[src/hw/clk_src_pkg.sv]
// constants for the clock source and pll control block
// assumes a 10 MHz system clock and an axi4-lite register master
// What this block does
// - strap low: usb oscillator feeds system clock and usb pll; high: external pin feeds system
// - strap low: usb oscillator stays on, software disable ignored
// - strap high: oscillator off at reset, starts when both disable bits cleared
// - rtc reference comes from its own 32.768 kHz crystal oscillator
// - rtc oscillator disabled: rtc halted and its register window not serviced
// - six strap pins latched at reset into boot select bits
// - boot enables each peripheral clock only while queried; all off at handoff
// - clock gate, soft reset count and reset control registers provided
// - pll given up to 4 ms to lock after any reprogramming
// - boot assumes external reference frequency from boot select bits five and four
package clk_src_pkg;
  localparam logic [15:0] UsbSysCtrlOffs   = 16'h1c32;
  localparam logic [15:0] GateAOffs        = 16'h1c02;
  localparam logic [15:0] GateBOffs        = 16'h1c03;
  localparam logic [15:0] BootStrapOffs    = 16'h1c34;
  localparam logic [15:0] SoftRstCntOffs   = 16'h1c04;
  localparam logic [15:0] RstCtrlOffs      = 16'h1c05;
  localparam logic [15:0] IdleCfgOffs      = 16'h0001;
  localparam logic [15:0] PllCtrlOffs      = 16'h1c20;
  localparam logic [15:0] ClkStatusOffs    = 16'h1c21;
  localparam logic [15:0] RtcWinLo         = 16'h1900;
  localparam logic [15:0] RtcWinHi         = 16'h197f;
  localparam int          UsbOscDisPos     = 0;
  localparam int          UsbOscBiasDisPos = 1;
  localparam logic [15:0] UsbSysCtrlReset  = 16'h0003;
  localparam logic [15:0] GateReset        = 16'hffff;
  localparam logic [15:0] IdleReset        = 16'h0000;
  localparam int          ClkHz            = 10_000_000;
  localparam int          LockTimeMs       = 4;
  localparam int          LockCycles       = ClkHz / 1000 * LockTimeMs;
  localparam logic [1:0]  AxiOkay          = 2'b00;
  localparam logic [1:0]  AxiSlvErr        = 2'b10;
  typedef enum logic [1:0] {
    PllBypass  = 2'b00,
    PllLocking = 2'b01,
    PllRunning = 2'b10
  } pll_state_t;
endpackage

[src/hw/lock_timer.sv]
// lock interval counter for the pll
// assumes restart is a one-cycle pulse on clk_sys
`timescale 1ns/1ps
`default_nettype none
module lock_timer
  import clk_src_pkg::*;
#(
  parameter int Cycles = LockCycles
) (
  input  wire logic clk_sys,
  input  wire logic rst_n,
  input  wire logic restart,
  output logic      done
);
  localparam int W = $clog2(Cycles + 1);
  logic [W-1:0] cnt_reg;

  // refused at elaboration: a zero count would let the pll output be used with no lock wait
  if (Cycles < 1) begin : g_count_check
    $error("lock count must be at least one");
  end

  // restart wins so a reprogram mid-count begins the full interval again
  always_ff @(posedge clk_sys) begin
    if (!rst_n) begin
      cnt_reg <= '0;
    end else if (restart) begin
      cnt_reg <= W'(Cycles);
    end else if (cnt_reg != '0) begin
      cnt_reg <= cnt_reg - W'(1);
    end
  end

  assign done = (cnt_reg == '0);

  lock_count_a: assert property (@(posedge clk_sys) disable iff (!rst_n)
    restart |=> !done) else $error("lock done too early");
endmodule
`default_nettype wire

[src/hw/clk_src_ctrl.sv]
// clock source selection, pll lock sequencing, gating and boot strap latch
// assumes an axi4-lite master with one outstanding access per direction
`timescale 1ns/1ps
`default_nettype none
module clk_src_ctrl
  import clk_src_pkg::*;
#(
  parameter int LockCount = LockCycles
) (
  input  wire logic        clk_sys,
  input  wire logic        rst_n,
  input  wire logic        refSelStrap,
  input  wire logic [5:0]  bootStrapPins,
  input  wire logic        rtcOscPresent,
  input  wire logic [15:0] awaddr,
  input  wire logic        awvalid,
  output logic             awready,
  input  wire logic [31:0] wdata,
  input  wire logic [3:0]  wstrb,
  input  wire logic        wvalid,
  output logic             wready,
  output logic [1:0]       bresp,
  output logic             bvalid,
  input  wire logic        bready,
  input  wire logic [15:0] araddr,
  input  wire logic        arvalid,
  output logic             arready,
  output logic [31:0]      rdata,
  output logic [1:0]       rresp,
  output logic             rvalid,
  input  wire logic        rready,
  output logic             usbOscEnable,
  output logic             sysRefFromUsbOsc,
  output logic             sysClkFromPll,
  output logic             pllLocked,
  output logic [1:0]       extRefFreqSel,
  output logic             rtcEnable,
  output logic             rtcSelect,
  output logic [31:0]      periphClkEnable,
  output logic [15:0]      periphResetAsserted,
  output logic [15:0]      idleDomains
);
  logic        strapSeen_reg;
  logic        refSel_reg;
  logic [5:0]  bootSel_reg;
  logic [15:0] usbCtrl_reg;
  logic [15:0] gateA_reg;
  logic [15:0] gateB_reg;
  logic [15:0] softCnt_reg;
  logic [15:0] rstCtrl_reg;
  logic [15:0] idle_reg;
  logic [15:0] pllCtrl_reg;
  logic [15:0] rstTimer_reg;
  logic [15:0] awAddr_reg;
  logic [31:0] wData_reg;
  logic        awHave_reg;
  logic        wHave_reg;
  pll_state_t  pll_reg;
  pll_state_t  pll_next;
  logic        lockDone;
  logic        pllRestart;
  logic        doWrite;
  logic        rtcHit;
  logic        rdErr;
  logic [15:0] rdVal;

  // straps sampled on the first clock after release; reset takes constants only
  always_ff @(posedge clk_sys) begin
    if (!rst_n) begin
      strapSeen_reg <= 1'b0;
      refSel_reg    <= 1'b0;
      bootSel_reg   <= 6'h00;
    end else if (!strapSeen_reg) begin
      strapSeen_reg <= 1'b1;
      refSel_reg    <= refSelStrap;
      bootSel_reg   <= bootStrapPins;
    end
  end

  // write channel: address and data taken in either order
  assign awready = !awHave_reg && !bvalid;
  assign wready  = !wHave_reg && !bvalid;
  always_ff @(posedge clk_sys) begin
    if (!rst_n) begin
      awHave_reg <= 1'b0;
      wHave_reg  <= 1'b0;
      awAddr_reg <= 16'h0000;
      wData_reg  <= 32'h0000_0000;
    end else begin
      if (awvalid && awready) begin
        awHave_reg <= 1'b1;
        awAddr_reg <= awaddr;
      end
      if (wvalid && wready) begin
        wHave_reg <= 1'b1;
        wData_reg <= {wstrb[3] ? wdata[31:24] : 8'h00, wstrb[2] ? wdata[23:16] : 8'h00,
                      wstrb[1] ? wdata[15:8] : 8'h00, wstrb[0] ? wdata[7:0] : 8'h00};
      end
      if (doWrite) begin
        awHave_reg <= 1'b0;
        wHave_reg  <= 1'b0;
      end
    end
  end
  assign doWrite = awHave_reg && wHave_reg && !bvalid;

  // rtc window is refused without its oscillator
  function automatic logic inRtc(input logic [15:0] a);
    inRtc = (a >= RtcWinLo) && (a <= RtcWinHi);
  endfunction

  always_ff @(posedge clk_sys) begin
    if (!rst_n) begin
      bvalid <= 1'b0;
      bresp  <= AxiOkay;
    end else if (doWrite) begin
      bvalid <= 1'b1;
      case (awAddr_reg)
        UsbSysCtrlOffs, GateAOffs, GateBOffs, SoftRstCntOffs, RstCtrlOffs, IdleCfgOffs,
        PllCtrlOffs: bresp <= AxiOkay;
        default: bresp <= (inRtc(awAddr_reg) && rtcOscPresent) ? AxiOkay : AxiSlvErr;
      endcase
    end else if (bready) begin
      bvalid <= 1'b0;
    end
  end

  // software registers; all change only on clk_sys edges
  always_ff @(posedge clk_sys) begin
    if (!rst_n) begin
      usbCtrl_reg <= UsbSysCtrlReset;
      gateA_reg   <= GateReset;
      gateB_reg   <= GateReset;
      softCnt_reg <= 16'h0000;
      rstCtrl_reg <= 16'h0000;
      idle_reg    <= IdleReset;
      pllCtrl_reg <= 16'h0000;
    end else if (doWrite) begin
      case (awAddr_reg)
        UsbSysCtrlOffs: usbCtrl_reg <= wData_reg[15:0];
        GateAOffs:      gateA_reg   <= wData_reg[15:0];
        GateBOffs:      gateB_reg   <= wData_reg[15:0];
        SoftRstCntOffs: softCnt_reg <= wData_reg[15:0];
        RstCtrlOffs:    rstCtrl_reg <= wData_reg[15:0];
        IdleCfgOffs:    idle_reg    <= wData_reg[15:0];
        PllCtrlOffs:    pllCtrl_reg <= wData_reg[15:0];
        default:        ;
      endcase
    end
  end

  // reset control write loads the hold count; peripherals stay in reset until it runs out
  always_ff @(posedge clk_sys) begin
    if (!rst_n) begin
      rstTimer_reg <= 16'h0000;
    end else if (doWrite && awAddr_reg == RstCtrlOffs) begin
      rstTimer_reg <= softCnt_reg;
    end else if (rstTimer_reg != 16'h0000) begin
      rstTimer_reg <= rstTimer_reg - 16'h0001;
    end
  end

  always_ff @(posedge clk_sys) begin
    if (!rst_n) begin
      periphResetAsserted <= 16'h0000;
      periphClkEnable     <= 32'h0000_0000;
      idleDomains         <= IdleReset;
    end else begin
      periphResetAsserted <= (rstTimer_reg != 16'h0000) ? rstCtrl_reg : 16'h0000;
      periphClkEnable     <= ~{gateB_reg, gateA_reg};
      idleDomains         <= idle_reg;
    end
  end

  // oscillator on: strap low forces it, else both disable bits clear
  always_ff @(posedge clk_sys) begin
    if (!rst_n) begin
      usbOscEnable <= 1'b0;
    end else if (!strapSeen_reg) begin
      usbOscEnable <= 1'b0;
    end else begin
      usbOscEnable <= !refSel_reg
        || (!usbCtrl_reg[UsbOscDisPos] && !usbCtrl_reg[UsbOscBiasDisPos]);
    end
  end

  // any pll control write reruns the lock interval on the bypass reference
  assign pllRestart = doWrite && (awAddr_reg == PllCtrlOffs);
  lock_timer #(
    .Cycles(LockCount)
  ) u_lock (
    .clk_sys(clk_sys),
    .rst_n  (rst_n),
    .restart(pllRestart),
    .done   (lockDone)
  );

  always_comb begin
    pll_next = pll_reg;
    case (pll_reg)
      PllBypass:  if (pllRestart && wData_reg[0]) pll_next = PllLocking;
      PllLocking: if (pllRestart && !wData_reg[0]) pll_next = PllBypass;
                  else if (lockDone && !pllRestart) pll_next = PllRunning;
      PllRunning: if (pllRestart) pll_next = wData_reg[0] ? PllLocking : PllBypass;
      default:    pll_next = PllBypass;
    endcase
  end

  always_ff @(posedge clk_sys) begin
    if (!rst_n) begin
      pll_reg <= PllBypass;
    end else begin
      pll_reg <= pll_next;
    end
  end

  assign sysClkFromPll    = (pll_reg == PllRunning);
  assign pllLocked        = lockDone;
  assign sysRefFromUsbOsc = !refSel_reg;
  assign extRefFreqSel    = bootSel_reg[5:4];
  assign rtcEnable        = rtcOscPresent;
  assign rtcSelect        = (arvalid && arready && inRtc(araddr) && rtcOscPresent);

  // read channel, one cycle after address accepted
  assign arready = !rvalid;
  always_comb begin
    rdErr = 1'b0;
    case (araddr)
      UsbSysCtrlOffs: rdVal = usbCtrl_reg;
      GateAOffs:      rdVal = gateA_reg;
      GateBOffs:      rdVal = gateB_reg;
      SoftRstCntOffs: rdVal = softCnt_reg;
      RstCtrlOffs:    rdVal = rstCtrl_reg;
      IdleCfgOffs:    rdVal = idle_reg;
      PllCtrlOffs:    rdVal = pllCtrl_reg;
      BootStrapOffs:  rdVal = {10'h000, bootSel_reg};
      ClkStatusOffs:  rdVal = {12'h000, usbOscEnable, refSel_reg, pllLocked, sysClkFromPll};
      default: begin
        rdVal = 16'h0000;
        rdErr = !(inRtc(araddr) && rtcOscPresent);
      end
    endcase
  end

  always_ff @(posedge clk_sys) begin
    if (!rst_n) begin
      rvalid <= 1'b0;
      rdata  <= 32'h0000_0000;
      rresp  <= AxiOkay;
    end else if (arvalid && arready) begin
      rvalid <= 1'b1;
      rdata  <= {16'h0000, rdVal};
      rresp  <= rdErr ? AxiSlvErr : AxiOkay;
    end else if (rready) begin
      rvalid <= 1'b0;
    end
  end

  osc_forced_a: assert property (@(posedge clk_sys) disable iff (!rst_n)
    (strapSeen_reg && !refSel_reg) |=> usbOscEnable) else $error("osc off with strap low");
  osc_off_a: assert property (@(posedge clk_sys) disable iff (!rst_n)
    (strapSeen_reg && refSel_reg && usbCtrl_reg[UsbOscDisPos]) |=> !usbOscEnable)
    else $error("osc on while disabled");
  pll_wait_a: assert property (@(posedge clk_sys) disable iff (!rst_n)
    pllRestart |=> !sysClkFromPll) else $error("pll used before lock");
  rtc_refuse_a: assert property (@(posedge clk_sys) disable iff (!rst_n)
    (arvalid && arready && inRtc(araddr) && !rtcOscPresent) |=> (rvalid && rresp == AxiSlvErr))
    else $error("rtc read serviced without oscillator");
  boot_hold_a: assert property (@(posedge clk_sys) disable iff (!rst_n)
    strapSeen_reg |=> $stable(bootSel_reg)) else $error("boot bits changed");
  gate_follow_a: assert property (@(posedge clk_sys) disable iff (!rst_n)
    (doWrite && awAddr_reg == GateAOffs) |=> ##1 (periphClkEnable[15:0] == ~gateA_reg))
    else $error("gate not applied");
  ref_path_a: assert property (@(posedge clk_sys) disable iff (!rst_n)
    sysRefFromUsbOsc == !refSel_reg) else $error("reference path wrong");
  freq_sel_a: assert property (@(posedge clk_sys) disable iff (!rst_n)
    extRefFreqSel == bootSel_reg[5:4]) else $error("freq select wrong");
  // a path that followed the pin after the latch would move the system reference mid-run
  ref_hold_a: assert property (@(posedge clk_sys) disable iff (!rst_n)
    strapSeen_reg |=> $stable(sysRefFromUsbOsc)) else $error("reference path moved after latch");
  freq_hold_a: assert property (@(posedge clk_sys) disable iff (!rst_n)
    strapSeen_reg |=> $stable(extRefFreqSel)) else $error("freq select moved after latch");
endmodule
`default_nettype wire

[config.mk]
export PLATFORM = sky130hd
export DESIGN_NAME = clk_src_ctrl
export DESIGN_NICKNAME = d
export VERILOG_FILES = /design/src/hw/clk_src_pkg.sv /design/src/hw/lock_timer.sv /design/src/hw/clk_src_ctrl.sv
export SDC_FILE = /design/constraint.sdc
export NUM_CORES = 1
export LEC_CHECK = 0
export BUFFER_PORTS_ARGS = -buffer_cell sky130_fd_sc_hd__buf_2
export CAP_MARGIN = 20
export CORE_UTILIZATION = 41
export DETAILED_ROUTE_END_ITERATION = 10
export SLEW_MARGIN = 20
export SYNTH_ARGS = -nofsm -noshare
export SYNTH_HDL_FRONTEND = slang
export SYNTH_SLANG_ARGS = --single-unit
[constraint.sdc]
create_clock -name clk_sys -period 2.6 [get_ports clk_sys]
set_input_delay 0.52 -clock clk_sys [delete_from_list [all_inputs] [get_ports clk_sys]]
set_output_delay 0.52 -clock clk_sys [all_outputs]
set_load 0.02 [all_outputs]
==> impl_metrics.env <==
export IMPL_synth_main_ff_cell="dfxtp_1"
export IMPL_cts_tree="yes"
export IMPL_timing_critical_path_arrival_ns=2.63
export IMPL_cell_type_with_the_largest_total_area_after_synthesis="dfxtp_1"
export IMPL_cts_path_max_buffers=3
export IMPL_clock_root_buffer="clkbuf_16"
export IMPL_synth_cell_type_count=58
export IMPL_period_needed_ns=3.15
export IMPL_report_final_slew_viol_count=0
export IMPL_timing_reg2reg_setup_slack_ns=-0.07
export IMPL_clock_pin_slew_on_the_worst_setup_and_hold_paths_ns=0.06
export IMPL_post_synth_cell_area_avg_um2=8.28
export IMPL_totalWireLength_um=31200
export IMPL_largest_register_ffs=32
export IMPL_synthesis_yosys_warnings=0
export IMPL_yosys_cell_count_top_type="nand2_1"
export IMPL_chipWidth_um=164
export IMPL_grt_first_pass_wirelength_um=48700
export IMPL_hold_worst_slack_ns=0.169
export IMPL_mapped_cells=1305
export IMPL_timing_slew_headroom_pct=49.3
export IMPL_synth_cell_area_um2=10800
export IMPL_clk_insertion_delay_late_ns=0.55
export IMPL_max_vdd_ir_drop_v=0.000456
export IMPL_p_seq_share_pct=42.3
export IMPL_maximum_number_of_pins_on_one_net_before_global_route_repair=168
export IMPL_gp_congestion=0.879
export IMPL_critPathBufInv=3
export IMPL_power_combinational_fraction_pct=17.2
export IMPL_final_hold_violation_count=0
export IMPL_worstMarginPinSlew_ns=0.761
export IMPL_switching_share_pct=26.6
export IMPL_finalNetCount=1534
export IMPL_failed_checks="negative setup slack"
export IMPL_route_detailed_drc=0
export IMPL_fp_row_count=59
export IMPL_io_pins=196
export IMPL_detailedPlace_worstSlack_ns=-0.0885
export IMPL_clkSinkCount=273
export IMPL_route_vias_total=9462
export IMPL_ffs_w_async_s_r_synth_pct=0
export IMPL_initialDrtViolationCount=817
export IMPL_max_cap_viol_count=0
export IMPL_postSynthRegisterBits=273
export IMPL_number_of_levels_the_h_tree_was_split_into=1
export IMPL_grt_ovfl_total=0
export IMPL_number_of_hold_buffers_added_after_cts=0
export IMPL_grt_antenna_before_repair=0
export IMPL_synth_top_cell_area_share_pct=50.6
export IMPL_powerDensity_nw_per_um2=843
export IMPL_synth_sequential_area_ratio_pct=50.6
export IMPL_grt_setup_unrepaired="yes"
export IMPL_switchingPower_mw=2.93
export IMPL_timing_final_ws_setup_ns=-0.550
export IMPL_critical_path_endpoint_type="output port"
export IMPL_grt_pass1_vias=8793
export IMPL_maximum_frequency_from_static_timing_analysis_mhz=318
export IMPL_area_growth_syn_to_layout_pct=20.8
export IMPL_worstSetupStartpointType="flip-flop"
export IMPL_numCtsBuffers=27
export IMPL_min_period_over_period_pct=121
export IMPL_critical_path_top_delay_family="simple AND/OR/NAND/NOR gates"
export IMPL_worstSetupPathType="flip-flop to output port"
export IMPL_place_port_buffers=159
export IMPL_clock_skew_ns=0.0252
export IMPL_final_core_util_pct=50.3
export IMPL_synth_edf_count=0
export IMPL_critical_path_cell_list="inv_2 > ha_1 > or3b_4 > or4_4 > or4b_4 > inv_4 > buf_6"
export IMPL_route_detailed_vias_per_inst=5.25
export IMPL_worst_path_max_delay_cell="or4_4"
export IMPL_most_flops_register="periphClkEnable"
export IMPL_dp_final_hpwl_um=21500
export IMPL_holdCritPathClass="input port to flip-flop"
export IMPL_grt_use_total_pct=22.9
export IMPL_first_pass_iters=6
export IMPL_initial_core_util_pct=41.6
export IMPL_wire_per_inst_um=17.3
export IMPL_outcome="complete, but fails checks"
export IMPL_total_leakage_power_nw=5.48
export IMPL_layout_drive_gt1_share_pct=19.7
export IMPL_die_area_um2=27000
export IMPL_worst_path_largest_cell_delay_ns=0.54
export IMPL_setup_violations=2
export IMPL_clock_power_share_pct=40.5
export IMPL_worstPathMaxFanout=3
export IMPL_chipHeight_um=164
export IMPL_synth_area_leaders="dfxtp_1 51%, nand2_1 10%, a21oi_1 5.5%"
export IMPL_num_antenna_cells=0
export IMPL_floorplan_core_area_um2=26000
export IMPL_cell_internal_pwr_mw=8.08
export IMPL_yosys_top_cells_count="297 x nand2_1, 273 x dfxtp_1, 119 x a21oi_1, 106 x nor2_1, 82 x clkbuf_1"
export IMPL_detail_route_antenna_nets=0
export IMPL_critPathRequiredTime_ns=2.08
path summary, 6_finish.rpt:
kind	startpoint	cells past startpoint	end
setup reg to reg	u_lock.cnt_reg[0]$_SDFFE_PP0P_	9	rdata[1]$_SDFFE_PN0P_
hold / removal	rready	2	rvalid$_SDFFE_PN0P_
hold reg to reg	gateA_reg[0]$_SDFFE_PN1P_	1	periphClkEnable[0]$_SDFF_PN0_
setup / recovery	u_lock.cnt_reg[0]$_SDFFE_PP0P_	7	pllLocked
area by class of cell:
cell class              instances  area (um^2)
fillers                      2522        12900
flip-flops and latches        273         5470
multi-input cells             924         4880
repair buffers                212         1240
clock buffers                  34          732
well taps                     335          419
clock inverters                16          287
inverters                       9         38.8
metal layers:
metal,up-vias,global-route usage [%],part of all wire (%)
met3,36,2.91,7.2
met1,4446,33.7,47
met5,-,0,0
met4,0,4.13,1.3
li1,4685,-,-
met2,295,36.1,44
logic make-up after synthesis:
kind of cell             Yosys count  synth area share, %
AND/OR/NAND/NOR                  629                 26.9
flip-flops                       273                 50.6
AO/OA/AOI/OAI                    223                 12.4
buffers and inverters            125                 5.34
XOR/XNOR                          25                 2.03
multiplexers                      25                 2.33
adder cells (fa/ha/maj)            4                0.463
other                              1               0.0347
power groups by stage:
stage	registers, mW	clock network [mW]	logic, mW
3_5_place_dp	4.74	0	1.84
3_3_place_gp	4.73	0	1.80
6_report	4.66	4.46	1.89
5_1_grt	4.69	4.69	2.13
2_1_floorplan	4.67	0	1.42
4_1_cts	4.66	4.50	1.88
cell usage in the layout, fill, tap and decap left out, types with 24 or more instances in the layout:
| cell | Yosys | routed |
|---|---|---|
| a21oi_1 | 119 | 119 |
| o21ai_0 | 25 | 25 |
| a22oi_1 | 47 | 47 |
| nor3_1 | 24 | 24 |
| mux2i_1 | 24 | 24 |
| nor2_1 | 106 | 105 |
| nand3_1 | 78 | 78 |
| nand2_1 | 297 | 297 |
| buf_4 | 21 | 50 |
| dfxtp_1 | 273 | 271 |
| clkbuf_16 | 0 | 27 |
| and2_1 | 36 | 36 |
| buf_2 | 3 | 158 |
per-stage QoR:
step / cells / setup TNS (ns) / area, um^2 / power, mW
finish: 1803 / -0.615 / 13100 / 11.0
global route: 1803 / -0.970 / 13100 / 11.5
CTS: 1803 / -0.617 / 13100 / 11.0
detailed placement: 1752 / -0.155 / 12000 / 6.58
global placement: 1752 / -0.115 / 12000 / 6.53
floorplan: 1322 / -0.0821 / 10900 / 6.09
repair_timing:
item	4_1_cts	5_1_grt
buffers inserted	1	0
pin swaps	2	1
gates resized for setup	7	1
setup endpoints to repair	3	7
(Power assumes the default switching activity.)
